[src/shared/fcsm_params.svh]
// Purpose: Timing counts, bus codes and unlock addresses for the flash
//          command sequencer host.
// Assumes: Core clock period of 4 ns.
// Notes:   Strobe and access times are plain defaults; adjust per board.
`ifndef FCSM_PARAMS_SVH
`define FCSM_PARAMS_SVH

// Widths of the flash bus
`define FCSM_ADDR_W          20
`define FCSM_DATA_W          16

// Clock period and bus timing in ns
`define FCSM_CLK_PERIOD_NS   4
`define FCSM_T_SETUP_NS      20
`define FCSM_T_WE_LOW_NS     50
`define FCSM_T_ACCESS_NS     120
`define FCSM_T_RECOVER_NS    30
`define FCSM_SYNC_STAGES     2

// Cycle counts; least times round up
`define FCSM_CYC(t) (((t) + `FCSM_CLK_PERIOD_NS - 1) / `FCSM_CLK_PERIOD_NS)
`define FCSM_SETUP_CYC   `FCSM_CYC(`FCSM_T_SETUP_NS)
`define FCSM_WE_CYC      `FCSM_CYC(`FCSM_T_WE_LOW_NS)
`define FCSM_ACCESS_CYC  (`FCSM_CYC(`FCSM_T_ACCESS_NS) + `FCSM_SYNC_STAGES)
`define FCSM_RECOVER_CYC `FCSM_CYC(`FCSM_T_RECOVER_NS)

// Unlock addresses, word and byte mode
`define FCSM_UNLOCK1_WORD    20'h00555
`define FCSM_UNLOCK2_WORD    20'h002aa
`define FCSM_UNLOCK1_BYTE    20'h00aaa
`define FCSM_UNLOCK2_BYTE    20'h00555

// Command data codes
`define FCSM_CODE_UNLOCK1    16'h00aa
`define FCSM_CODE_UNLOCK2    16'h0055
`define FCSM_CODE_PROGRAM    16'h00a0
`define FCSM_CODE_ERASE_SET  16'h0080
`define FCSM_CODE_IDENT      16'h0090
`define FCSM_CODE_CHIP       16'h0010
`define FCSM_CODE_SECTOR     16'h0030
`define FCSM_CODE_RESUME     16'h0030
`define FCSM_CODE_SUSPEND    16'h00b0
`define FCSM_CODE_RESET      16'h00f0

// Protect-verify offset inside a sector, and the sector mask
`define FCSM_PROT_OFS_WORD   20'h00002
`define FCSM_PROT_OFS_BYTE   20'h00004
`define FCSM_SECTOR_MASK     20'hfff00

// Status bit positions on polling reads
`define FCSM_TOGGLE_BIT      6
`define FCSM_LIMIT_BIT       5

`endif

[src/shared/fcsm_pkg.sv]
// Purpose: Types shared by the flash command sequencer host.
// Assumes: fcsm_params.svh supplies the widths.
// Notes:   Operation codes are internal; they are not flash data codes.
`include "fcsm_params.svh"

package fcsm_pkg;

   // Operations the user side can request
   typedef enum logic [3:0] {
      OP_READ,
      OP_RESET,
      OP_IDENT,
      OP_PROT_VERIFY,
      OP_PROGRAM,
      OP_CHIP_ERASE,
      OP_SECTOR_ERASE,
      OP_SUSPEND,
      OP_RESUME
   } fcsm_op_type;

   // One user request
   typedef struct packed {
      fcsm_op_type                 op;
      logic                        byte_mode;
      logic [`FCSM_ADDR_W-1:0]     addr;
      logic [`FCSM_DATA_W-1:0]     data;
   } fcsm_cmd_type;

   // One answer
   typedef struct packed {
      logic [`FCSM_DATA_W-1:0]     data;
      logic                        fail;
      logic                        suspended;
   } fcsm_rsp_type;

   // One flash bus cycle
   typedef struct packed {
      logic [`FCSM_ADDR_W-1:0]     addr;
      logic [`FCSM_DATA_W-1:0]     data;
      logic                        is_read;
   } fcsm_bus_type;

endpackage : fcsm_pkg

[src/design/fcsm_host.sv]
// Purpose: Host-side sequencer driving a parallel NOR flash command port.
// Assumes: Flash data input is asynchronous to core_clk.
// Notes:   One request at a time; completion by toggle-bit polling.
// Functional notes
// [RULE1] Program: two unlocks, code A0, then address and value write.
// [RULE2] Device returns polling and toggle status while programming.
// [RULE3] Erase pre-programs, verifies, then erases; toggle bit shows progress.
// [RULE4] Chip erase uses repeated internally timed 10 ms pulses.
// [RULE5] Sector erase pre-programs selected sectors, erases them together.
// [RULE6] Address latched on later falling strobe, data on first rise.
// [RULE7] Device ignores all command writes while programming.
// [RULE8] During sector erase only suspend is accepted.
// [RULE9] After suspend the device stays in read mode.
// [RULE10] After completion the full command set is accepted again.
// [RULE11] Sector erase: six cycles, last puts 30 at sector address.
// [RULE12] Unlock addresses 555/2AA in word mode, AAA/555 in byte mode.
// [RULE13] Upper address bits are don't-care except program/sector addresses.
// [RULE14] Identifier command 90 then reads return identifier codes.
// [RULE15] Identifier mode read at sector offset 02/04 gives protect state.
// [RULE16] Fourth program cycle carries target address and value.
// [RULE17] Chip erase: unlocks, 80, unlocks, then 10.
// [RULE18] A single F0 write aborts a failed program or erase.
// [RULE19] Suspend B0 and resume 30 act only during sector erase.
// [RULE20] Wrong value or order in a sequence returns device to read.
// [RULE21] Device pulse widths and attempt limits are model parameters.
`include "fcsm_params.svh"
`timescale 1ns/1ps
`default_nettype none

module fcsm_host
   import fcsm_pkg::*;
(
   input  wire logic                     core_clk,
   input  wire logic                     resetn,
   input  wire logic                     clk_en,
   input  wire logic                     cmd_valid,
   input  wire fcsm_cmd_type             cmd,
   output logic                          cmd_ready,
   output logic                          rsp_valid,
   output fcsm_rsp_type                  rsp,
   output logic [`FCSM_ADDR_W-1:0]       flash_addr,
   output logic [`FCSM_DATA_W-1:0]       flash_dq_out,
   output logic                          flash_dq_oe_n,
   input  wire logic [`FCSM_DATA_W-1:0]  flash_dq_in,
   output logic                          flash_ce_n,
   output logic                          flash_oe_n,
   output logic                          flash_we_n
);

   typedef enum logic [2:0] {
      ST_IDLE,
      ST_SETUP,
      ST_STROBE,
      ST_RECOVER,
      ST_NEXT,
      ST_DONE
   } fcsm_state_type;

   localparam logic [7:0] SETUP_CYC   = 8'(`FCSM_SETUP_CYC);
   localparam logic [7:0] WE_CYC      = 8'(`FCSM_WE_CYC);
   localparam logic [7:0] ACCESS_CYC  = 8'(`FCSM_ACCESS_CYC);
   localparam logic [7:0] RECOVER_CYC = 8'(`FCSM_RECOVER_CYC);

   fcsm_state_type            state;
   fcsm_op_type               xop;
   logic                      byte_mode;
   logic [`FCSM_ADDR_W-1:0]   op_addr;
   logic [`FCSM_DATA_W-1:0]   op_data;
   logic [`FCSM_ADDR_W-1:0]   erase_addr;
   logic [2:0]                step;
   logic [7:0]                timer;
   logic                      polling;
   logic                      first_seen;
   logic                      prev_toggle;
   logic                      prev_limit;
   logic                      aborted;
   logic                      suspended;
   logic                      sector_active;
   logic                      erase_held;
   logic [`FCSM_DATA_W-1:0]   sync_a;
   logic [`FCSM_DATA_W-1:0]   sync_b;
   logic [`FCSM_DATA_W-1:0]   rd_data;
   fcsm_bus_type              entry;

   // Two-stage synchroniser on the data pins; only sync_b is read
   always_ff @(posedge core_clk or negedge resetn) begin
      if (!resetn) begin
         sync_a <= '0;
         sync_b <= '0;
      end else if (clk_en) begin
         sync_a <= flash_dq_in;
         sync_b <= sync_a;
      end
   end

   // [RULE12] mode-dependent unlock addresses
   wire [`FCSM_ADDR_W-1:0] ul1 = byte_mode ? `FCSM_UNLOCK1_BYTE
                                           : `FCSM_UNLOCK1_WORD;
   wire [`FCSM_ADDR_W-1:0] ul2 = byte_mode ? `FCSM_UNLOCK2_BYTE
                                           : `FCSM_UNLOCK2_WORD;
   // [RULE15] protect state sits at a fixed offset in the sector
   wire [`FCSM_ADDR_W-1:0] prot_addr = (op_addr & `FCSM_SECTOR_MASK) |
      (byte_mode ? `FCSM_PROT_OFS_BYTE : `FCSM_PROT_OFS_WORD);
   wire is_single = (xop == OP_READ) || (xop == OP_RESET) ||
                    (xop == OP_SUSPEND) || (xop == OP_RESUME);
   wire is_short  = (xop == OP_IDENT) || (xop == OP_PROT_VERIFY) ||
                    (xop == OP_PROGRAM);
   wire [2:0] last_step = is_single ? 3'h0 : (is_short ? 3'h3 : 3'h5);
   wire [`FCSM_DATA_W-1:0] setup_code =
      (xop == OP_PROGRAM) ? `FCSM_CODE_PROGRAM :
      ((xop == OP_IDENT) || (xop == OP_PROT_VERIFY)) ? `FCSM_CODE_IDENT :
      `FCSM_CODE_ERASE_SET;
   // Resume only polls when an erase was really held
   wire needs_poll = (xop == OP_PROGRAM) || (xop == OP_CHIP_ERASE) ||
                     (xop == OP_SECTOR_ERASE) ||
                     ((xop == OP_RESUME) && erase_held);
   wire poll_toggle = rd_data[`FCSM_TOGGLE_BIT];
   wire poll_limit  = rd_data[`FCSM_LIMIT_BIT];
   wire take_suspend = cmd_ready && cmd_valid && (cmd.op == OP_SUSPEND);

   // Bus cycle for the current step of the current operation
   always_comb begin
      entry = '{addr: '0, data: '0, is_read: 1'b0};
      if (polling) begin
         entry = '{addr: (xop == OP_PROGRAM) ? op_addr : erase_addr,
                   data: '0, is_read: 1'b1};
      end else if (is_single) begin
         case (xop)
            OP_READ:    entry = '{addr: op_addr, data: '0, is_read: 1'b1};
            // [RULE18] single abort write
            OP_RESET:   entry.data = `FCSM_CODE_RESET;
            // [RULE19] suspend and resume codes
            OP_SUSPEND: entry.data = `FCSM_CODE_SUSPEND;
            default:    entry.data = `FCSM_CODE_RESUME;
         endcase
      end else begin
         // [RULE13] unlock cycles drive the upper bits low
         case (step)
            3'h0:    entry = '{addr: ul1, data: `FCSM_CODE_UNLOCK1, is_read: 1'b0};
            3'h1:    entry = '{addr: ul2, data: `FCSM_CODE_UNLOCK2, is_read: 1'b0};
            // [RULE1] set-up code after two unlocks
            3'h2:    entry = '{addr: ul1, data: setup_code, is_read: 1'b0};
            3'h3: begin
               case (xop)
                  // [RULE14] identifier read after 90
                  OP_IDENT:       entry = '{addr: op_addr, data: '0, is_read: 1'b1};
                  OP_PROT_VERIFY: entry = '{addr: prot_addr, data: '0, is_read: 1'b1};
                  // [RULE16] target address and value
                  OP_PROGRAM:     entry = '{addr: op_addr, data: op_data, is_read: 1'b0};
                  default:        entry = '{addr: ul1, data: `FCSM_CODE_UNLOCK1, is_read: 1'b0};
               endcase
            end
            3'h4:    entry = '{addr: ul2, data: `FCSM_CODE_UNLOCK2, is_read: 1'b0};
            default: begin
               // [RULE17] chip confirm; [RULE11] sector confirm at its address
               if (xop == OP_CHIP_ERASE) begin
                  entry = '{addr: ul1, data: `FCSM_CODE_CHIP, is_read: 1'b0};
               end else begin
                  entry = '{addr: op_addr, data: `FCSM_CODE_SECTOR, is_read: 1'b0};
               end
            end
         endcase
      end
   end

   // Main sequencer; strobe timing keeps the bus stable around both edges
   always_ff @(posedge core_clk or negedge resetn) begin
      if (!resetn) begin
         state         <= ST_IDLE;
         xop           <= OP_READ;
         byte_mode     <= 1'b0;
         op_addr       <= '0;
         op_data       <= '0;
         erase_addr    <= '0;
         step          <= 3'h0;
         timer         <= 8'h00;
         polling       <= 1'b0;
         first_seen    <= 1'b0;
         prev_toggle   <= 1'b0;
         prev_limit    <= 1'b0;
         aborted       <= 1'b0;
         suspended     <= 1'b0;
         sector_active <= 1'b0;
         erase_held    <= 1'b0;
         rd_data       <= '0;
         cmd_ready     <= 1'b1;
         rsp_valid     <= 1'b0;
         rsp           <= '0;
         flash_addr    <= '0;
         flash_dq_out  <= '0;
         flash_dq_oe_n <= 1'b1;
         flash_ce_n    <= 1'b1;
         flash_oe_n    <= 1'b1;
         flash_we_n    <= 1'b1;
      end else if (clk_en) begin
         case (state)
            ST_IDLE: begin
               rsp_valid <= 1'b0;
               if (cmd_valid) begin
                  cmd_ready  <= 1'b0;
                  xop        <= cmd.op;
                  byte_mode  <= cmd.byte_mode;
                  op_addr    <= cmd.addr;
                  op_data    <= cmd.data;
                  step       <= 3'h0;
                  polling    <= 1'b0;
                  first_seen <= 1'b0;
                  aborted    <= 1'b0;
                  suspended  <= 1'b0;
                  timer      <= SETUP_CYC;
                  state      <= ST_SETUP;
                  if ((cmd.op == OP_CHIP_ERASE) || (cmd.op == OP_SECTOR_ERASE)) begin
                     erase_addr <= cmd.addr;
                  end
               end
            end
            // [RULE6] address valid before either strobe falls
            ST_SETUP: begin
               flash_addr    <= entry.addr;
               flash_dq_out  <= entry.data;
               flash_dq_oe_n <= entry.is_read;
               flash_ce_n    <= 1'b0;
               if (timer != 8'h00) begin
                  timer <= timer - 8'h01;
               end else begin
                  flash_we_n <= entry.is_read;
                  flash_oe_n <= !entry.is_read;
                  timer      <= entry.is_read ? ACCESS_CYC : WE_CYC;
                  state      <= ST_STROBE;
               end
            end
            // [RULE6] data held across the rising strobe
            ST_STROBE: begin
               if (timer != 8'h00) begin
                  timer <= timer - 8'h01;
               end else begin
                  if (entry.is_read) begin
                     rd_data <= sync_b;
                  end
                  flash_we_n <= 1'b1;
                  flash_oe_n <= 1'b1;
                  timer      <= RECOVER_CYC;
                  state      <= ST_RECOVER;
               end
            end
            ST_RECOVER: begin
               if (timer != 8'h00) begin
                  timer <= timer - 8'h01;
               end else begin
                  flash_ce_n    <= 1'b1;
                  flash_dq_oe_n <= 1'b1;
                  // [RULE8] only suspend is offered during a sector erase
                  cmd_ready     <= polling && sector_active;
                  state         <= ST_NEXT;
               end
            end
            ST_NEXT: begin
               cmd_ready <= 1'b0;
               timer     <= SETUP_CYC;
               if (aborted) begin
                  sector_active <= 1'b0;
                  erase_held    <= 1'b0;
                  state         <= ST_DONE;
               end else if (take_suspend) begin
                  // [RULE9] erase held; device now reads the array
                  xop           <= OP_SUSPEND;
                  polling       <= 1'b0;
                  suspended     <= 1'b1;
                  erase_held    <= 1'b1;
                  sector_active <= 1'b0;
                  state         <= ST_SETUP;
               end else if (xop == OP_SUSPEND) begin
                  state <= ST_DONE;
               end else if (polling) begin
                  // [RULE2] [RULE3] wait for the toggle bit to settle
                  prev_toggle <= poll_toggle;
                  prev_limit  <= poll_limit;
                  first_seen  <= 1'b1;
                  if (first_seen && (poll_toggle == prev_toggle)) begin
                     // [RULE10] finished; full command set open again
                     sector_active <= 1'b0;
                     erase_held    <= 1'b0;
                     state         <= ST_DONE;
                  end else if (first_seen && poll_limit && prev_limit) begin
                     // [RULE18] limit on two reads; the first may be array data
                     xop     <= OP_RESET;
                     polling <= 1'b0;
                     aborted <= 1'b1;
                     state   <= ST_SETUP;
                  end else begin
                     state <= ST_SETUP;
                  end
               end else if (step != last_step) begin
                  step  <= step + 3'h1;
                  state <= ST_SETUP;
               end else if (needs_poll) begin
                  // [RULE7] while the device works only a suspend is taken, and only in a sector erase
                  polling       <= 1'b1;
                  first_seen    <= 1'b0;
                  sector_active <= (xop == OP_SECTOR_ERASE) ||
                                   (xop == OP_RESUME);
                  erase_held    <= 1'b0;
                  state         <= ST_SETUP;
               end else begin
                  state <= ST_DONE;
               end
            end
            ST_DONE: begin
               rsp_valid      <= 1'b1;
               rsp.data       <= rd_data;
               rsp.fail       <= aborted;
               rsp.suspended  <= suspended;
               cmd_ready      <= 1'b1;
               state          <= ST_IDLE;
            end
            default: begin
               state <= ST_IDLE;
            end
         endcase
      end
   end

endmodule : fcsm_host

`default_nettype wire

[config.mk]
export PLATFORM = sky130hd
export DESIGN_NAME = fcsm_host
export DESIGN_NICKNAME = d
export VERILOG_FILES = /design/src/shared/fcsm_pkg.sv /design/src/design/fcsm_host.sv
export VERILOG_INCLUDE_DIRS = /design/src /design/src/shared
export SDC_FILE = /design/constraint.sdc
export NUM_CORES = 1
export LEC_CHECK = 0
export BUFFER_PORTS_ARGS = -buffer_cell sky130_fd_sc_hd__buf_4
export CORE_MARGIN = 2
export CORE_UTILIZATION = 45
export DETAILED_ROUTE_END_ITERATION = 6
export PLACE_DENSITY = 0.76
export SLEW_MARGIN = 20
export SYNTH_ARGS = -nofsm -noshare
export SYNTH_HDL_FRONTEND = slang
export SYNTH_SLANG_ARGS = --single-unit
[constraint.sdc]
create_clock -name core_clk -period 2.3 [get_ports core_clk]
set_input_delay 0.46 -clock core_clk [delete_from_list [all_inputs] [get_ports core_clk]]
set_output_delay 0.46 -clock core_clk [all_outputs]
set_load 0.05 [all_outputs]
==> out/results.txt <==
Clock tree from TritonCTS: done
Bufs and invs on worst path: 1
Worst slew pin tran: 0.507 ns
Clk_skew: 0.0155 ns
Worst skew pair latency: 0.44 ns
Inserted Clock Buffers: 17
Post-Syn Area: 0.00915 mm2
Worst Setup Path Type: reg -> reg
Layout area overhead: 24.1%
CP max stage cell: dfrtp_2
Number of fill cells in the layout: 1710
Dpl cells: 1271
# rows: 52
Avg Inst Size Synth: 10.4 um2
Max Clock Freq: 457 MHz
Clock Pin Slew Worst Setup and Hold Paths: 0.08 ns
HP Class: in -> reg
CTS sink cnt: 191
Via count: 7293
Total iterations of the first detailed-routing run: 5
Part of the cycle the worst path needs: 95.2%
Pwr/cell area: 1190 mW/mm2
Synthesized instance count: 879
Die Wd: 147 um
Worst Path Required: 2.62 ns
GP Congestion: 0.930
Vias in the first global route: 7390
Area after DPL: 0.0107 mm2
Hold Path Depth: 3
IO buf count: 120
Worst VDD drop: 0.748 mV
Setup WS post-layout: 0.110 ns
Ys Warns: 0
Initial cell density of the core: 45.5%
Worst Setup Start Kind: flip-flop
Max clock buf depth: 2
Final Non-Filler Cells: 1304
Top post-synthesis cells by area: dfrtp_1 51%, mux2_2 12%, nand2_1 6.8%, a21oi_1 3.6%, o21ai_0 2.1%
Max stage delay on crit path: 0.52 ns
Antenna violations before repair: 0
IO Pins: 121
Antenna Nets Post-Route: 0
First-pass GRT wire length: 37.8 mm
Post-synth EDFFs: 0
Total Nets Final: 1089
CTS root buffer: clkbuf_16
Worst Hold Endpoint: op_data[3]
Worst-case reg-to-reg path depth: 7
Yosys top cell area share: 50.9%
Synth Flop Type: dfrtp_1
Post-synth top area cell: dfrtp_1
Slew HR: 66.2%
R2r startpoint: xop[3]
Worst reg2reg endpoint: flash_addr[19]
Crit path from: xop[3]
Asr flop ratio synth: 100%
Max Cap Violations: 0
DIE AREA: 0.0215 mm2
Final-report hold violation count: 0
Count leader, synth: dfrtp_1
WL/cell: 17.2 um
Fin crit period: 2.19 ns
WP data arrival: 2.51 ns
Flop-to-flop setup slack: 0.11 ns
Synth Register Bits: 191
Leak: 5.49 nW
Die Y: 147 um
Number of H-tree levels: 4
Family with the most delay on the worst path: simple AND/OR/NAND/NOR gates
Netlist cell types: 73
Fin Hold WS: 0.206 ns
DP Worst Slack: -0.0583 ns
Setup violations, final: 0
Final instance area: 0.0113 mm2
Post-DP HPWL: 15.4 mm
Register area share after synthesis: 52.3%
Number of diodes: 0
Commonest cells post-synth: 186 x dfrtp_1, 165 x nand2_1, 98 x mux2_2, 66 x a21oi_1, 49 x nor2_1
DRT Wirelength: 22.5 mm
Detailed-route vias per instance: 5.59
Iteration-0 DRC count of the detailed router: 440
Max-slew violations: 0
Hold Startpoint: cmd[3]
Remaining Overflow, GRT: 0
Core area: 0.0201 mm2
CP Cell Sequence: nand2b_1, or3_1, a22oi_2, nor2_1, o31ai_2, buf_4, o21ai_0
CP Capture Type: flip-flop
CP max FO: 15
Largest net degree at the start of global routing: 54
Layout cells sized above 1: 32.0%
Status: finished clean
RSZ-0062 raised after global routing: no
Share of the core filled with cells: 56.4%
Drt drc: 0
GRT Util Overall: 21.7%
Post-synth net total: 947
==> area by class of cell <==
class	count	area, um2	area share (%)
multi-input cells	621	4110	36.3
well taps	270	338	2.98
clock buffers	17	425	3.75
flip-flops and latches	191	4790	42.2
clock inverters	15	228	2.01
inverters	15	56.3	0.496
repair buffers	175	1400	12.3
==> flip-flops by register name (all words and copies together), names as in the netlist, 16 cells and up <==
signal / cells
erase_addr: 20
flash_addr: 20
flash_dq_out: 16
op_addr: 20
op_data: 16
rd_data: 16
rsp: 18
sync_a: 16
sync_b: 16
==> through the flow <==
step	power [mW]	TNS (ns)
4_1_cts	13.5	0
3_5_place_dp	10.3	-0.225
2_1_floorplan	8.56	0
6_report	13.5	0
3_3_place_gp	10.2	0
5_1_grt	14.3	0
==> routing by layer <==
layer | part of all wire [%] | track usage (%) | routed length, um
met5 | 0 | 0 | 0
met3 | 7.0 | 4.72 | 1580
met1 | 44 | 29.7 | 9870
met2 | 47 | 34.8 | 10600
met4 | 2.0 | 6.50 | 448
==> tightest hold or removal path: stages <==
cell     delay, ns
buf_4         0.08
nand2_1       0.04
nand2_1       0.04
==> worst max path at each step <==
stage	endpoint	slack [ns]	cells after the start
final	flash_addr[19]	0.11	7
after global routing	timer[0]	0.004	10
after CTS	flash_addr[19]	0.06	7
after detailed placement	flash_addr[9]	-0.06	8
after global placement	flash_addr[9]	0.02	8
after floorplan	flash_addr[1]	0.04	9
==> placed cells by master (no fill, tap or decap), types with 5 or more instances in the layout <==
cell | Yosys | final
a21oi_1 | 66 | 66
o21ai_1 | 7 | 7
clkbuf_16 | 0 | 17
dfstp_2 | 5 | 5
nand2_1 | 165 | 165
a221o_1 | 13 | 13
mux2i_1 | 12 | 12
nand3_1 | 10 | 10
nor2b_1 | 9 | 8
mux2_2 | 98 | 98
a31oi_1 | 7 | 7
nand2b_1 | 8 | 8
buf_12 | 0 | 6
ha_1 | 7 | 7
dfrtp_1 | 186 | 183
buf_4 | 0 | 167
o22ai_1 | 15 | 15
inv_1 | 13 | 13
a22o_1 | 13 | 13
mux2_1 | 7 | 7
nor3_1 | 6 | 5
and3_1 | 7 | 7
o21ai_0 | 38 | 38
inv_12 | 0 | 7
nor2_1 | 49 | 49
==> what timing repair did <==
action	CTS	global route
resized for setup	1	7
gates cloned	0	0
setup buffers	0	0
endpoints found under the hold margin	9	0
hold buffers	1	0
endpoints found under the setup margin	5	34
==> power by group <==
group,switching (mW),internal (mW),leakage (nW),total [mW]
combinational,3.22,2.04,2.73,5.27
sequential,0.768,4.31,2.45,5.08
clock,1.62,1.56,0.313,3.18
total,5.61,7.91,5.49,13.5
==> cells by family after synthesis <==
kind of cell    share of synthesized area [%]
simple gates                             13.9
fa+ha+maj                               0.958
flops                                    52.3
mux                                      14.2
xor+xnor                                0.192
buf+inv                                  2.93
compound gates                           15.4
No activity file was read; power rests on OpenSTA's default activity.
